## src/ifm_consts.svh

```systemverilog
/*
  Register offsets, field positions, reset values and timing counts
  for the interrupt flag and supply monitor block.
  Assumes a 25 MHz system clock.
*/
`ifndef IFM_CONSTS_SVH
`define IFM_CONSTS_SVH

// Register offsets (byte index on the plain register port)
`define IFM_ADDR_SUPPLY_MON 4'h0
`define IFM_ADDR_EDGE_SEL 4'h1
`define IFM_ADDR_PRI0 4'h2
`define IFM_ADDR_PRI1 4'h3
`define IFM_ADDR_PRI2 4'h4
`define IFM_ADDR_PRI3 4'h5
`define IFM_ADDR_GRP0 4'h6
`define IFM_ADDR_GRP1 4'h7
`define IFM_ADDR_GRP2 4'h8
`define IFM_ADDR_GRP3 4'h9
`define IFM_ADDR_GRP4 4'hA
`define IFM_ADDR_CTRL 4'hB

// Supply monitor control fields
`define IFM_SM_OUT_BIT 5
`define IFM_SM_EN_BIT 4
`define IFM_SM_MASK 8'h17
`define IFM_SM_RESET 8'h00

// Primary control 0 fields
`define IFM_P0_GIE_BIT 0
`define IFM_P0_MASK 8'h7F
// Two-nibble registers with upper two bits per nibble unused
`define IFM_HALF_MASK 8'h33
`define IFM_FULL_MASK 8'hFF
`define IFM_REG_RESET 8'h00

// Grouped control 3 fields
`define IFM_G3_LV_FLAG_BIT 4
`define IFM_G3_LV_EN_BIT 0

// Supply monitor timing
`define IFM_CLK_HZ 25000000
`define IFM_T_LVDS_NS 1000
`define IFM_T_LVD_NS 1000
`define IFM_STAB_CYC ((`IFM_T_LVDS_NS * 25 + 999) / 1000)
`define IFM_DELAY_CYC ((`IFM_T_LVD_NS * 25 + 999) / 1000)

`endif

```

## src/ifm_pkg.sv

```systemverilog
/*
  Types for the interrupt flag and supply monitor block.
  Assumes ifm_consts.svh holds the numbers.
*/
package ifm_pkg;
  typedef enum logic [1:0] {IFM_EDGE_OFF, IFM_EDGE_RISE, IFM_EDGE_FALL, IFM_EDGE_BOTH} ifm_edge_t;
  typedef enum logic [1:0] {IFM_MON_OFF, IFM_MON_SETTLE, IFM_MON_RUN} ifm_mon_t;
endpackage

```

## src/ifm_irq_block.sv

```systemverilog
/*
  Interrupt request/enable registers, external edge detection and
  low supply monitor logic for a small microcontroller.
  Assumes a core that pulses irq_taken when it vectors, and an analog
  comparator giving supply_below for the chosen trip level.
*/
// The register offsets and the plain strobed port were chosen for this implementation.
`timescale 1ns/100ps
`include "ifm_consts.svh"
module ifm_irq_block
  import ifm_pkg::*;
#(
  parameter int PINS = 4,
  parameter int STAB_CYC = `IFM_STAB_CYC,
  parameter int DELAY_CYC = `IFM_DELAY_CYC
)
(
  // Clock and reset
  input wire logic ref_clk,
  input wire logic reset,
  // Register port
  input wire logic [3:0] reg_addr,
  input wire logic [7:0] reg_wdata,
  input wire logic reg_wr,
  input wire logic reg_rd,
  output logic [7:0] reg_rdata,
  // External interrupt pins
  input wire logic [PINS-1:0] ext_pin,
  // Internal event pulses
  input wire logic serial_event,
  input wire logic spi_event,
  input wire logic converter_event,
  input wire logic memory_write_event,
  input wire logic [1:0] time_base_event,
  input wire logic calendar_event,
  input wire logic [13:0] grouped_event,
  // Supply comparator and power state
  input wire logic supply_below,
  input wire logic sleep_mode,
  input wire logic idle_mode,
  // Core side
  input wire logic irq_taken,
  output logic irq_request,
  output logic wake_request,
  output logic comparator_enable,
  output logic [2:0] trip_level_select
);

  // Set wins over software write: new value with hardware sets ORed
  function automatic logic [7:0] merge(
    input logic [7:0] cur,
    input logic wr,
    input logic [7:0] wd,
    input logic [7:0] setb,
    input logic [7:0] mask
  );
    merge = ((wr ? wd : cur) | setb) & mask;
  endfunction

  // Qualifying edge for one pin
  function automatic logic edge_hit(
    input logic [1:0] sel,
    input logic prev,
    input logic now
  );
    edge_hit = ((sel == IFM_EDGE_RISE || sel == IFM_EDGE_BOTH) && !prev && now) ||
               ((sel == IFM_EDGE_FALL || sel == IFM_EDGE_BOTH) && prev && !now);
  endfunction

  // Register state
  logic [7:0] sm_q;
  logic [7:0] edge_q;
  logic [7:0] p0_q;
  logic [7:0] p1_q;
  logic [7:0] p2_q;
  logic [7:0] p3_q;
  logic [7:0] g0_q;
  logic [7:0] g1_q;
  logic [7:0] g2_q;
  logic [7:0] g3_q;
  logic [7:0] g4_q;

  // Pin sampling stages
  logic [PINS-1:0] pin_s1_q;
  logic [PINS-1:0] pin_s2_q;
  logic [PINS-1:0] pin_s3_q;

  logic out_flag_q;
  ifm_mon_t mon_q;
  logic [15:0] mon_cnt_q;
  logic lv_set_q;
  logic [7:0] rdata_q;
  logic irq_q;
  logic wake_q;
  logic cmp_en_q;

  // Decoded writes
  wire wr_sm = reg_wr && reg_addr == `IFM_ADDR_SUPPLY_MON;
  wire wr_edge = reg_wr && reg_addr == `IFM_ADDR_EDGE_SEL;
  wire wr_p0 = reg_wr && reg_addr == `IFM_ADDR_PRI0;
  wire wr_p1 = reg_wr && reg_addr == `IFM_ADDR_PRI1;
  wire wr_p2 = reg_wr && reg_addr == `IFM_ADDR_PRI2;
  wire wr_p3 = reg_wr && reg_addr == `IFM_ADDR_PRI3;
  wire wr_g0 = reg_wr && reg_addr == `IFM_ADDR_GRP0;
  wire wr_g1 = reg_wr && reg_addr == `IFM_ADDR_GRP1;
  wire wr_g2 = reg_wr && reg_addr == `IFM_ADDR_GRP2;
  wire wr_g3 = reg_wr && reg_addr == `IFM_ADDR_GRP3;
  wire wr_g4 = reg_wr && reg_addr == `IFM_ADDR_GRP4;

  // Edge detection on synchronised pins
  logic [PINS-1:0] pin_hit;
  always_comb
  begin
    for (int i = 0; i < PINS; i++)
      pin_hit[i] = edge_hit(edge_q[2*i +: 2], pin_s3_q[i], pin_s2_q[i]);
  end

  // Monitor active only when enabled and awake
  wire mon_on = sm_q[`IFM_SM_EN_BIT] && !sleep_mode;
  wire mon_run = mon_on && mon_q == IFM_MON_RUN;
  wire cnt_done = mon_cnt_q == 16'h0000;

  // Grouped flags (bits 7:4, or 5:4 in two-nibble registers) summarise into primary controls
  wire gf0 = |(g0_q[7:4] & g0_q[3:0]);
  wire gf1 = |(g1_q[5:4] & g1_q[1:0]);
  wire gf2 = |(g2_q[7:4] & g2_q[3:0]);
  wire gf3 = |(g3_q[5:4] & g3_q[1:0]);
  wire gf4 = |(g4_q[5:4] & g4_q[1:0]);

  // Hardware set vectors, independent of primary enables; group summaries use group enables
  wire [7:0] set_p0 = {1'b0, serial_event, pin_hit[1], pin_hit[0], 4'h0};
  wire [7:0] set_p1 = {converter_event, gf1, gf0, spi_event, 4'h0};
  wire [7:0] set_p2 = {gf3, time_base_event[1], time_base_event[0], gf2, 4'h0};
  wire [7:0] set_p3 = {gf4, calendar_event, pin_hit[3], pin_hit[2], 4'h0};

  // Grouped set vectors from their own event pulses
  wire [7:0] set_g0 = {grouped_event[3:0], 4'h0};
  wire [7:0] set_g1 = {2'b00, grouped_event[5:4], 4'h0};
  wire [7:0] set_g2 = {grouped_event[9:6], 4'h0};
  wire [7:0] set_g3 = {2'b00, memory_write_event, lv_set_q, 4'h0};
  wire [7:0] set_g4 = {2'b00, grouped_event[13:12], 4'h0};


  // Next register values; hardware sets win over writes
  wire [7:0] p0_d = merge(p0_q, wr_p0, reg_wdata, set_p0, `IFM_P0_MASK)
                    & ~({7'h00, irq_taken} << `IFM_P0_GIE_BIT);
  wire [7:0] p1_d = merge(p1_q, wr_p1, reg_wdata, set_p1, `IFM_FULL_MASK);
  wire [7:0] p2_d = merge(p2_q, wr_p2, reg_wdata, set_p2, `IFM_FULL_MASK);
  wire [7:0] p3_d = merge(p3_q, wr_p3, reg_wdata, set_p3, `IFM_FULL_MASK);
  wire [7:0] g0_d = merge(g0_q, wr_g0, reg_wdata, set_g0, `IFM_FULL_MASK);
  wire [7:0] g1_d = merge(g1_q, wr_g1, reg_wdata, set_g1, `IFM_HALF_MASK);
  wire [7:0] g2_d = merge(g2_q, wr_g2, reg_wdata, set_g2, `IFM_FULL_MASK);
  wire [7:0] g3_d = merge(g3_q, wr_g3, reg_wdata, set_g3, `IFM_HALF_MASK);
  wire [7:0] g4_d = merge(g4_q, wr_g4, reg_wdata, set_g4, `IFM_HALF_MASK);

  // Enabled and pending, per primary register
  wire [2:0] pend0 = p0_q[6:4] & p0_q[3:1];
  wire [3:0] pend1 = p1_q[7:4] & p1_q[3:0];
  wire [3:0] pend2 = p2_q[7:4] & p2_q[3:0];
  wire [3:0] pend3 = p3_q[7:4] & p3_q[3:0];
  wire any_pend = |{pend0, pend1, pend2, pend3};

  // Request gated by the global enable; a vectoring cycle masks it
  wire irq_d = p0_q[`IFM_P0_GIE_BIT] && any_pend && !irq_taken;

  // Flags newly raised by hardware; one already set cannot wake
  wire [2:0] rise0 = set_p0[6:4] & ~p0_q[6:4];
  wire [3:0] rise1 = set_p1[7:4] & ~p1_q[7:4];
  wire [3:0] rise2 = set_p2[7:4] & ~p2_q[7:4];
  wire [3:0] rise3 = set_p3[7:4] & ~p3_q[7:4];
  wire [1:0] rise_g3 = set_g3[5:4] & ~g3_q[5:4];
  wire new_flag = |{rise0, rise1, rise2, rise3, rise_g3};

  // Wake holds until the core leaves idle or sleep
  wire wake_d = (idle_mode || sleep_mode) && (wake_q || new_flag);

  // Readable views; unused bits masked to zero
  wire [7:0] sm_view = (sm_q & `IFM_SM_MASK) | ({7'h00, out_flag_q} << `IFM_SM_OUT_BIT);
  wire [7:0] p0_view = p0_q & `IFM_P0_MASK;
  wire [7:0] g1_view = g1_q & `IFM_HALF_MASK;
  wire [7:0] g3_view = g3_q & `IFM_HALF_MASK;
  wire [7:0] g4_view = g4_q & `IFM_HALF_MASK;
  wire [7:0] status_view = {5'h00, mon_run, irq_q, wake_q};

  // Read mux; unused bits masked to zero
  logic [7:0] rd_mux;
  always_comb
  begin
    case (reg_addr)
      `IFM_ADDR_SUPPLY_MON: rd_mux = sm_view;
      `IFM_ADDR_EDGE_SEL: rd_mux = edge_q;
      `IFM_ADDR_PRI0: rd_mux = p0_view;
      `IFM_ADDR_PRI1: rd_mux = p1_q;
      `IFM_ADDR_PRI2: rd_mux = p2_q;
      `IFM_ADDR_PRI3: rd_mux = p3_q;
      `IFM_ADDR_GRP0: rd_mux = g0_q;
      `IFM_ADDR_GRP1: rd_mux = g1_view;
      `IFM_ADDR_GRP2: rd_mux = g2_q;
      `IFM_ADDR_GRP3: rd_mux = g3_view;
      `IFM_ADDR_GRP4: rd_mux = g4_view;
      `IFM_ADDR_CTRL: rd_mux = status_view;
      default: rd_mux = 8'h00;
    endcase
  end

  // Read data only in the slot after a read strobe
  wire [7:0] rdata_d = reg_rd ? rd_mux : 8'h00;

  // Pin synchronisers; first stage only feeds the second
  always_ff @(posedge ref_clk or posedge reset)
  begin
    if (reset)
    begin
      pin_s1_q <= '0;
      pin_s2_q <= '0;
      pin_s3_q <= '0;
    end
    else
    begin
      pin_s1_q <= ext_pin;
      pin_s2_q <= pin_s1_q;
      pin_s3_q <= pin_s2_q;
    end
  end

  // Control and edge registers
  always_ff @(posedge ref_clk or posedge reset)
  begin
    if (reset)
    begin
      sm_q <= `IFM_SM_RESET;
      edge_q <= `IFM_REG_RESET;
    end
    else
    begin
      if (wr_sm)
        sm_q <= reg_wdata & `IFM_SM_MASK;
      if (wr_edge)
        edge_q <= reg_wdata;
    end
  end

  // Primary control registers; service clears global enable
  always_ff @(posedge ref_clk or posedge reset)
  begin
    if (reset)
    begin
      p0_q <= `IFM_REG_RESET;
      p1_q <= `IFM_REG_RESET;
      p2_q <= `IFM_REG_RESET;
      p3_q <= `IFM_REG_RESET;
    end
    else
    begin
      p0_q <= p0_d;
      p1_q <= p1_d;
      p2_q <= p2_d;
      p3_q <= p3_d;
    end
  end

  // Grouped control registers
  always_ff @(posedge ref_clk or posedge reset)
  begin
    if (reset)
    begin
      g0_q <= `IFM_REG_RESET;
      g1_q <= `IFM_REG_RESET;
      g2_q <= `IFM_REG_RESET;
      g3_q <= `IFM_REG_RESET;
      g4_q <= `IFM_REG_RESET;
    end
    else
    begin
      g0_q <= g0_d;
      g1_q <= g1_d;
      g2_q <= g2_d;
      g3_q <= g3_d;
      g4_q <= g4_d;
    end
  end

  // Monitor sequencer: settle, then run; flag follows comparator in both; delayed request in run
  always_ff @(posedge ref_clk or posedge reset)
  begin
    if (reset)
    begin
      mon_q <= IFM_MON_OFF;
      mon_cnt_q <= 16'h0000;
      out_flag_q <= 1'b0;
      lv_set_q <= 1'b0;
    end
    else
    begin
      lv_set_q <= 1'b0;
      case (mon_q)
        IFM_MON_OFF:
        begin
          out_flag_q <= 1'b0;
          mon_cnt_q <= 16'(STAB_CYC - 1);
          if (mon_on)
            mon_q <= IFM_MON_SETTLE;
        end
        IFM_MON_SETTLE:
        begin
          out_flag_q <= supply_below;
          if (!mon_on)
            mon_q <= IFM_MON_OFF;
          else if (cnt_done)
          begin
            mon_q <= IFM_MON_RUN;
            mon_cnt_q <= 16'(DELAY_CYC - 1);
          end
          else
            mon_cnt_q <= mon_cnt_q - 16'h0001;
        end
        IFM_MON_RUN:
        begin
          out_flag_q <= supply_below;
          if (!mon_on)
            mon_q <= IFM_MON_OFF;
          else if (!out_flag_q)
            mon_cnt_q <= 16'(DELAY_CYC - 1);
          else if (cnt_done)
          begin
            lv_set_q <= 1'b1;
            mon_cnt_q <= 16'(DELAY_CYC - 1);
          end
          else
            mon_cnt_q <= mon_cnt_q - 16'h0001;
        end
        default: mon_q <= IFM_MON_OFF;
      endcase
    end
  end

  // Registered outputs
  always_ff @(posedge ref_clk or posedge reset)
  begin
    if (reset)
    begin
      rdata_q <= 8'h00;
      irq_q <= 1'b0;
      wake_q <= 1'b0;
      cmp_en_q <= 1'b0;
    end
    else
    begin
      rdata_q <= rdata_d;
      irq_q <= irq_d;
      wake_q <= wake_d;
      cmp_en_q <= mon_on;
    end
  end

  assign reg_rdata = rdata_q;
  assign irq_request = irq_q;
  assign wake_request = wake_q;
  assign comparator_enable = cmp_en_q;
  assign trip_level_select = sm_q[2:0];

endmodule

```

## config.mk

```make
export PLATFORM = sky130hd
export DESIGN_NAME = ifm_irq_block
export DESIGN_NICKNAME = d
export VERILOG_FILES = /design/src/ifm_pkg.sv /design/src/ifm_irq_block.sv
export VERILOG_INCLUDE_DIRS = /design/src /design/src/src
export SDC_FILE = /design/constraint.sdc
export NUM_CORES = 1
export LEC_CHECK = 0
export BUFFER_PORTS_ARGS = -buffer_cell sky130_fd_sc_hd__buf_2
export CORE_UTILIZATION = 50
export CTS_BUF_LIST = sky130_fd_sc_hd__clkbuf_2 sky130_fd_sc_hd__clkbuf_4 sky130_fd_sc_hd__clkbuf_8
export CTS_CLUSTER_SIZE = 20
export DETAILED_ROUTE_END_ITERATION = 8
export PLACE_DENSITY = 0.76
export SYNTH_ARGS = -nofsm -noshare
export SYNTH_HDL_FRONTEND = slang
export SYNTH_SLANG_ARGS = --single-unit
```

## constraint.sdc

```tcl
create_clock -name ref_clk -period 3.83 [get_ports ref_clk]
set_input_delay 0.383 -clock ref_clk [delete_from_list [all_inputs] [get_ports ref_clk]]
set_output_delay 0.383 -clock ref_clk [all_outputs]
set_load 0.005 [all_outputs]
```

### Word level (Yosys, flattened, before mapping)

Index checks and enable logic that the tools add are counted.

| word-level totals | value |
|---|---|
| bits in registers | 114 |
| bits of input ports | 45 |
| output and inout bits | 14 |
| word-level logic and storage cells | 181 |

| operators by class | value |
|---|---|
| add/sub/neg operators | 1 |
| eq/ne operators | 30 |
| multiplexer cells | 26 |
| bitwise operators | 31 |
| reduce and logical (&&, ||, !) cells | 71 |

Operator list:

| kind | count |
|---|---|
| $pmux W8 S12 | 1 |
| $mux W16 | 4 |
| $mux W8 | 6 |
| $pmux W16 S3 | 1 |
| $or A8 B8 Y8 | 5 |
| $and A4 B4 Y4 | 8 |
| $logic_and A1 B1 Y1 | 32 |
| $eq A2 B2 Y1 const B | 9 |
| $mux W6 | 3 |
| $or A6 B6 Y6 | 3 |
| $reduce_or A17 Y1 | 1 |
| $eq A4 B3 Y1 const B | 4 |
| $eq A4 B4 Y1 const B | 4 |
| $logic_not A16 Y1 | 1 |
| $sub A16 B1 Y16 const B | 1 |
| $reduce_or A15 Y1 | 1 |
| $logic_or A1 B1 Y1 | 14 |
| $not A4 Y4 | 3 |
| $eq A2 B1 Y1 const B | 5 |
| $logic_not A1 Y1 | 10 |
| $and A2 B2 Y2 | 4 |
| $eq A4 B2 Y1 const B | 2 |
| $mux W2 | 4 |
| $ne A2 B2 Y1 const B | 4 |
| 20 further kinds | 29 |

### Longest topological paths before layout

Gate-level depths: netlist of run 1.

| logic depth | value |
|---|---|
| word-level depth | 9 |
| depth in mapped cells | 8 |
| depth with buffers taken out | 7 |

### Least setup slack after synthesis of run 1

Ideal clock, no wire load.

| path | value |
|---|---|
| path kind | reg-to-reg |
| from | register mon_q[0] |
| to | register mon_cnt_q[6] |
| setup time | 0.121 ns |
| data arrival time | 1.680 ns |
| data required time | 3.709 ns |
| slack | 2.029 ns |
| stages on the path, launching flop included | 8 |
| buffers on the path | 1 |
| period minus slack after synthesis | 1.801 ns |
| cell sequence | dfrtp_1 -> inv_1 -> ha_1 -> nor2_2 -> mux2i_1 -> buf_2 -> nor3_1 -> a22o_1 |

| on the way | value |
|---|---|
| cells in the longest elaborated chain, start to end | 3 |
| elaborated cells between the ends (all ways) | 8 |
| classes of those cells | eq/ne (4); mux (1); reduce/logical (3) |

RTL lines:

| what | RTL line | RTL |
|---|---|---|
| from (decl) | ifm_irq_block.sv:89 | `ifm_mon_t mon_q;` |
| from (signal assigned) | ifm_irq_block.sv:288 | `mon_q <= IFM_MON_OFF;` |
| from (signal assigned) | ifm_irq_block.sv:302 | `mon_q <= IFM_MON_SETTLE;` |
| from (signal assigned) | ifm_irq_block.sv:308 | `mon_q <= IFM_MON_OFF;` |
| $eq A2 B1 Y1, or another cell as far along | ifm_irq_block.sv:296 | `case (mon_q)` |
| $ne A2 B2 Y1 (no source line) / $reduce_bool A3 Y1 (equally long branches) | n/a |  |
| $reduce_and A3 Y1 (no source line) | n/a |  |
| to (signal assigned) | ifm_irq_block.sv:300 | `mon_cnt_q <= 16'(STAB_CYC - 1);` |
| to (signal assigned) | ifm_irq_block.sv:312 | `mon_cnt_q <= 16'(DELAY_CYC - 1);` |
| to (signal assigned) | ifm_irq_block.sv:315 | `mon_cnt_q <= mon_cnt_q - 16'h0001;` |
| to (decl) | ifm_irq_block.sv:90 | `logic [15:0] mon_cnt_q;` |

Several ways; a longest one is shown, not always the timed one.
A chain may end at the register's enable or synchronous reset.

### Worst setup path in the final report of run 1

| path | value |
|---|---|
| from | register mon_q[0] |
| to | register mon_cnt_q[3] |

The elaborated chain is that of the path after synthesis.

==> metrics.txt, run 1 <==
status finished clean; Yosys top cell area share 0.496; Post-Route WL 15.2 mm; Post-route DRC 0; Die Y 109 µm; Setup Viol. Count Final 0; setup TNS 0 ns; RSZ-0062 raised after global routing false; xor and xnor area share after synthesis 0.0107; site row count 38; main combinational cell family by area after synthesis simple AND/OR/NAND/NOR gates; post-synthesis mux area share 0.121; post-CTS setup buffer count 0; Peak VDD IR 0.459 mV; initial antenna violation count 0; Distinct cells, synth 59; Total Routing Usage GR 0.280; relative slew slack 0.307; HP Class input port to flop; Final Skew 0.0159 ns; post-synthesis compound-gate area fraction 0.140; startpoint types flop; largest net degree at the start of global routing 60; Sink Count 114; CTS Buf Count 17; Initial Utilization 0.522; Fmax 0.407 GHz; crit-path max FO 12; cell area after synthesis 5750 µm²; Cells after DPL 718; Slew Limit Fails 0; Post-CTS Resized 0; DR pass1 iterations 5; Slew @ Worst Pin 1.01 ns; Hold WS 0.0546 ns; GR Overflow Total 0; CTS tree done; hpwl dp 10.9 mm; Antenna diodes 0; main area contributors after synthesis dfrtp_1 50%, mux2_2 8.6%, nand2_1 3.5%; worst skew pair latency 0.44 ns; Post-CTS Hold Fix Bufs 0; Commonest cells post-synth 114 x dfrtp_1, 53 x nand2_1, 44 x mux2_2; worst path arrival time 2.79 ns; fin nets 648; Final Core Density 0.594; Final Hold Fails 0; number of max-cap violations 0; DRT iter0 DRCs 395; total power draw 3.69 mW; crit share post-route 0.641; clock buffer depth 2; Finished Layout Cells 749; worst path cell trace inv_1, ha_1, nor2_2, mux2i_1, nor3_1, a311oi_1; Primary FF master, synth dfrtp_1; sequential element share of the synthesized area 0.496; first-pass GRT wire length 24.3 mm; syn avg cell area 10.5 µm²; Crit. End Element flop; vias in the first global route 4,476; Critical Path Max Stage Delay 0.87 ns; num ports 59; post-synthesis cell count 548; number of H-tree levels 4; Synth Area in Adders 0.0130; Crit path max-delay family multiplexers; number of synthesized flops with an enable pin 0; core area 11,000 µm²; yosys warns 0; largest area contributor in the netlist dfrtp_1; syn nets 599; Worst Path Buf+Inv 1; Setup Crit Path Kind flop to flop; Vias/cell 6.11; drt wl/cell 20.3 µm; port bufs 56; slowest library cell on the worst path mux2i_1; Async SR Flop Fraction 1.00; Post-DRT Antenna Nets 0; simple-gate area share of the yosys netlist 0.179; Die ar. 11,900 µm²; RePlAce Congestion 0.972; top-count cell post-synth dfrtp_1; clock root buffer clkbuf_8; CP Data Required Time 4.16 ns; P&R area growth vs syn 13.9%; via count 4,574; clk slew on worst S/H paths 0.07 ns; fin crit period 2.46 ns; P per Cell Area 564 nW/µm²; die width 109 µm; Seq cells post-synth 114; leakage 2.81 nW; share of post-route cells with drive strength above 1 0.246
area by class of cell:
class / count / area, µm²
fillers: 946 / 4480
multi-input cells: 384 / 2670
repair buffers: 60 / 323
inverters: 20 / 77.6
well taps: 140 / 175
flip-flops and latches: 114 / 2850
clock buffers: 22 / 303
clock inverters: 9 / 151
where the power goes:
group          total (mW)  internal, mW  switching, mW
logic               0.856         0.367          0.489
clock network        1.27         0.790          0.480
registers            1.57          1.38          0.184
worst register-to-register path, stage by stage, from the launching register on:
cell and delay (ns):
dfrtp_1 0.40, inv_1 0.09, ha_1 0.27, nor2_2 0.26
mux2i_1 0.87, nor3_1 0.16, a311oi_1 0.30
placed cells by master, fill, tap and decap left out, types with 18 or more instances in the layout:
cell	n
buf_2	56
o21ai_0	19
dfrtp_1	114
clkbuf_8	22
mux2i_1	18
inv_1	19
nor2_1	32
nand2_1	53
mux2_2	44
nand3_1	18
logic make-up after synthesis:
logic type | after synthesis
XOR/XNOR | 7
AO/OA/AOI/OAI | 114
adder cells (fa/ha/maj) | 6
multiplexers | 64
flip-flops | 114
AND/OR/NAND/NOR | 193
buffers and inverters | 50
layer usage:
metal  vias to the layer above  global-route usage  part of all wire
li1                       2087                   -                 -
met1                      2224               0.367              0.41
met2                       233               0.448              0.47
met3                        30              0.0717             0.090
met5                         -                   0                 0
met4                         0               0.104             0.026
per-stage QoR:
step	setup slack [ns]	cell area, µm²
floorplan	0.431	5750
global placement	1.55	6100
detailed placement	1.42	6100
CTS	1.39	6550
global route	1.14	6550
finish	1.37	6550
worst paths after layout:
check,start,to,slack [ns],cells past startpoint
max,mon_q[0],mon_cnt_q[3],1.37,6
min,ext_pin[0],pin_s1_q[0],0.05,1
max reg2reg,mon_q[0],mon_cnt_q[3],1.37,6
min reg2reg,pin_s1_q[1],pin_s2_q[1],0.35,0
max in group asynchronous,reset,reg_rdata[0],3.00,3
min in group asynchronous,reset,edge_q[1],0.07,2
sequential cells by signal (all words and copies together), names as in the netlist, 7 cells and up:
name	cells
mon_cnt_q	16
edge_q	8
g0_q	8
g2_q	8
p1_q	8
p2_q	8
p3_q	8
reg_rdata	8
p0_q	7
No activity file was read; power rests on OpenSTA's default activity.
==> inputs of run 2 (changes only) <==
--- a/config.mk
+++ b/config.mk
@@ -6,6 +6,7 @@
 export SDC_FILE = /design/constraint.sdc
 export NUM_CORES = 1
 export LEC_CHECK = 0
+export ABC_AREA = 1
 export BUFFER_PORTS_ARGS = -buffer_cell sky130_fd_sc_hd__buf_2
 export CORE_UTILIZATION = 50
 export CTS_BUF_LIST = sky130_fd_sc_hd__clkbuf_2 sky130_fd_sc_hd__clkbuf_4 sky130_fd_sc_hd__clkbuf_8
==> constraint.sdc (replaced) <==
create_clock -name ref_clk -period 2.4 [get_ports ref_clk]
set_input_delay 0.24 -clock ref_clk [delete_from_list [all_inputs] [get_ports ref_clk]]
set_output_delay 0.24 -clock ref_clk [all_outputs]
set_load 0.005 [all_outputs]
==> metrics.txt, run 2 <==
syn avg cell area 7.61 µm² (was 10.5 µm²); combinational share of power 0.300 (was 0.232); startpoint types flop (unchanged); Finished Layout Cells 1,001 (was 749); Post-Route WL 15.6 mm (was 15.2 mm); Area after DPL 6200 µm² (was 6100 µm²); Post-DRT Antenna Nets 0 (unchanged); HP Class input port to flop (unchanged); Vias/cell 5.33 (was 6.11); relative slew slack 0.586 (was 0.307); Most flops, register mon_cnt_q (unchanged); post-CTS setup buffer count 0 (unchanged); worst path cell trace inv_1, ha_1, inv_1, nand2_1, o21ai_2, buf_4, nand3b_1, nand2_1, nand2_1, nor2_1 (was inv_1, ha_1, nor2_2, mux2i_1, nor3_1, a311oi_1); Post-CTS Resized 0 (unchanged); number of synthesized flops with an enable pin 0 (unchanged); syn nets 807 (was 599); P&R area growth vs syn 19.4% (was 13.9%); P per Cell Area 944 nW/µm² (was 564 nW/µm²); cell area after synthesis 5750 µm² (about the same); num ports 59 (unchanged); Hold WS 0.0359 ns (was 0.0546 ns); crit-path max FO 8 (was 12); yosys warns 0 (unchanged); Sink Count 114 (unchanged); Final Skew 0.00771 ns (was 0.0159 ns); Crit path max-delay family simple AND/OR/NAND/NOR gates (was multiplexers); Yosys top cell area share 0.496 (about the same); CTS Buf Count 17 (unchanged); Primary FF master, synth dfrtp_1 (unchanged); post-layout worst setup margin 0.470 ns (was 1.37 ns); CP Launch Point mon_q[0] (unchanged); Slew @ Worst Pin 0.622 ns (was 1.01 ns); first-pass GRT wire length 25.0 mm (was 24.3 mm); Cells after DPL 947 (was 718); min-delay src grouped_event[13] (was ext_pin[0]); RePlAce Congestion 0.971 (was 0.972); Distinct cells, synth 33 (was 59); largest net degree at the start of global routing 115 (was 60); CTS tree done (unchanged); clock share of power 0.309 (was 0.344); Final Core Density 0.623 (was 0.594); Setup Viol. Count Final 0 (unchanged); main area contributors after synthesis dfrtp_1 50%, nand2_1 17%, o21ai_0 6.2% (was dfrtp_1 50%, mux2_2 8.6%, nand2_1 3.5%); sequential element share of the synthesized area 0.496 (about the same); worst skew pair latency 0.44 ns (about the same); Psw 2.32 mW (was 1.15 mW); Crit. End Element flop (unchanged); core area 11,000 µm² (unchanged); clock root buffer clkbuf_8 (unchanged); largest area contributor in the netlist dfrtp_1 (unchanged); clock buffer depth 2 (unchanged); setup TNS 0 ns (unchanged); GR Overflow Total 0 (unchanged); Initial Utilization 0.521 (was 0.522); worst slack, placed 0.496 ns (was 1.42 ns); site row count 38 (unchanged); Seq cells post-synth 114 (unchanged); slowest library cell on the worst path dfrtp_1 (was mux2i_1); top-count cell post-synth nand2_1 (was dfrtp_1); most used cell along the critical path nand2_1; Seq pwr share 0.391 (was 0.424); fin nets 899 (was 648); Total Routing Usage GR 0.287 (was 0.280); RSZ-0062 raised after global routing false (unchanged); crit share post-route 0.804 (was 0.641); Critical Path Max Stage Delay 0.40 ns (was 0.87 ns); die width 109 µm (about the same); Setup Crit Path Kind flop to flop (unchanged); Commonest cells post-synth 253 x nand2_1, 114 x dfrtp_1, 90 x nor2_1 (was 114 x dfrtp_1, 53 x nand2_1, 44 x mux2_2); most frequent cells in the layout 253 x nand2_1, 114 x dfrtp_1, 90 x nor2_1 (was 114 x dfrtp_1, 56 x buf_2, 53 x nand2_1); share of post-route cells with drive strength above 1 0.138 (was 0.246); clk slew on worst S/H paths 0.07 ns (about the same); Worst Path Buf+Inv 3 (was 1); Design Area, Final 6870 µm² (was 6550 µm²); DRT iter0 DRCs 500 (was 395); DR pass1 iterations 6 (was 5); fin crit period 1.93 ns (was 2.46 ns); Peak VDD IR 0.885 mV (was 0.459 mV); most common cell after layout, fill and taps aside nand2_1 (was dfrtp_1); Fmax 0.518 GHz (was 0.407 GHz); status finished clean (unchanged); max FFs per register 16 (unchanged); Int Pwr 4.17 mW (was 2.54 mW); sw frac 0.357 (was 0.312); initial antenna violation count 0 (unchanged); leakage 3.55 nW (was 2.81 nW); number of H-tree levels 4 (unchanged); CP Data Required Time 2.77 ns (was 4.16 ns); hpwl dp 11.5 mm (was 10.9 mm); drt wl/cell 15.6 µm (was 20.3 µm); number of max-cap violations 0 (unchanged); vias in the first global route 4,995 (was 4,476); Post-route DRC 0 (unchanged); Final Hold Fails 0 (unchanged); post-synthesis cell count 756 (was 548); Die ar. 11,900 µm² (about the same); Antenna diodes 0 (unchanged); Async SR Flop Fraction 1.00 (unchanged); R2R Path Start mon_q[0] (unchanged); worst path arrival time 2.30 ns (was 2.79 ns); Die Y 109 µm (about the same); via count 5,335 (was 4,574); port bufs 56 (unchanged); total power draw 6.48 mW (was 3.69 mW); Slew Limit Fails 0 (unchanged)
[run 2: what timing repair did]
item | 4_1_cts | 5_1_grt
endpoints found under the hold margin | 112 | 0
endpoints found under the setup margin | 0 | 0
hold buffers | 22 | 0
[run 2: final cells by class]
type / instances / area (µm²)
clock buffer: 22 / 290
inverter: 90 / 347
multi-input combinational: 543 / 2500
sequential: 114 / 2850
clock inverter: 10 / 155
timing repair buffer: 82 / 543
tap: 140 / 175
fill: 974 / 4160
[run 2: cells by family after synthesis]
logic type | share of synthesized area
compound gates | 0.109
flops | 0.496
simple gates | 0.307
xor+xnor | 0.00457
buf+inv | 0.0687
mux | 0.00196
fa+ha+maj | 0.0131
[run 2: power by group through the flow]
stage / Sequential (mW) / Clock (mW) / Combinational, mW
after floorplan: 2.48 / 0 / 1.39
after global placement: 2.54 / 0 / 1.81
after detailed placement: 2.56 / 0 / 1.88
after CTS: 2.52 / 2.03 / 1.92
after global routing: 2.57 / 2.13 / 2.21
final: 2.53 / 2.01 / 1.94
[run 2: worst register-to-register path: stages, from the launching register on]
cell	delay (ns)
dfrtp_1	0.40
inv_1	0.09
ha_1	0.20
inv_1	0.10
nand2_1	0.16
o21ai_2	0.34
buf_4	0.22
nand3b_1	0.11
nand2_1	0.09
nand2_1	0.05
nor2_1	0.09
[run 2: worst paths after layout]
check	endpoint	slack, ns	cells after the start
worst max-delay path	mon_cnt_q[11]	0.47	10
worst min-delay path	g4_q[5]	0.04	3
worst max register to register	mon_cnt_q[11]	0.47	10
worst min register to register	pin_s2_q[0]	0.34	0
max in group asynchronous	g0_q[6]	1.42	4
min in group asynchronous	pin_s1_q[3]	0.49	4
[run 2: per-layer routing]
metal	GRT usage	up-vias	part of all wire
li1	-	2573	-
met1	0.387	2502	0.44
met2	0.439	230	0.45
met3	0.0747	30	0.080
met4	0.118	0	0.027
met5	0	-	0
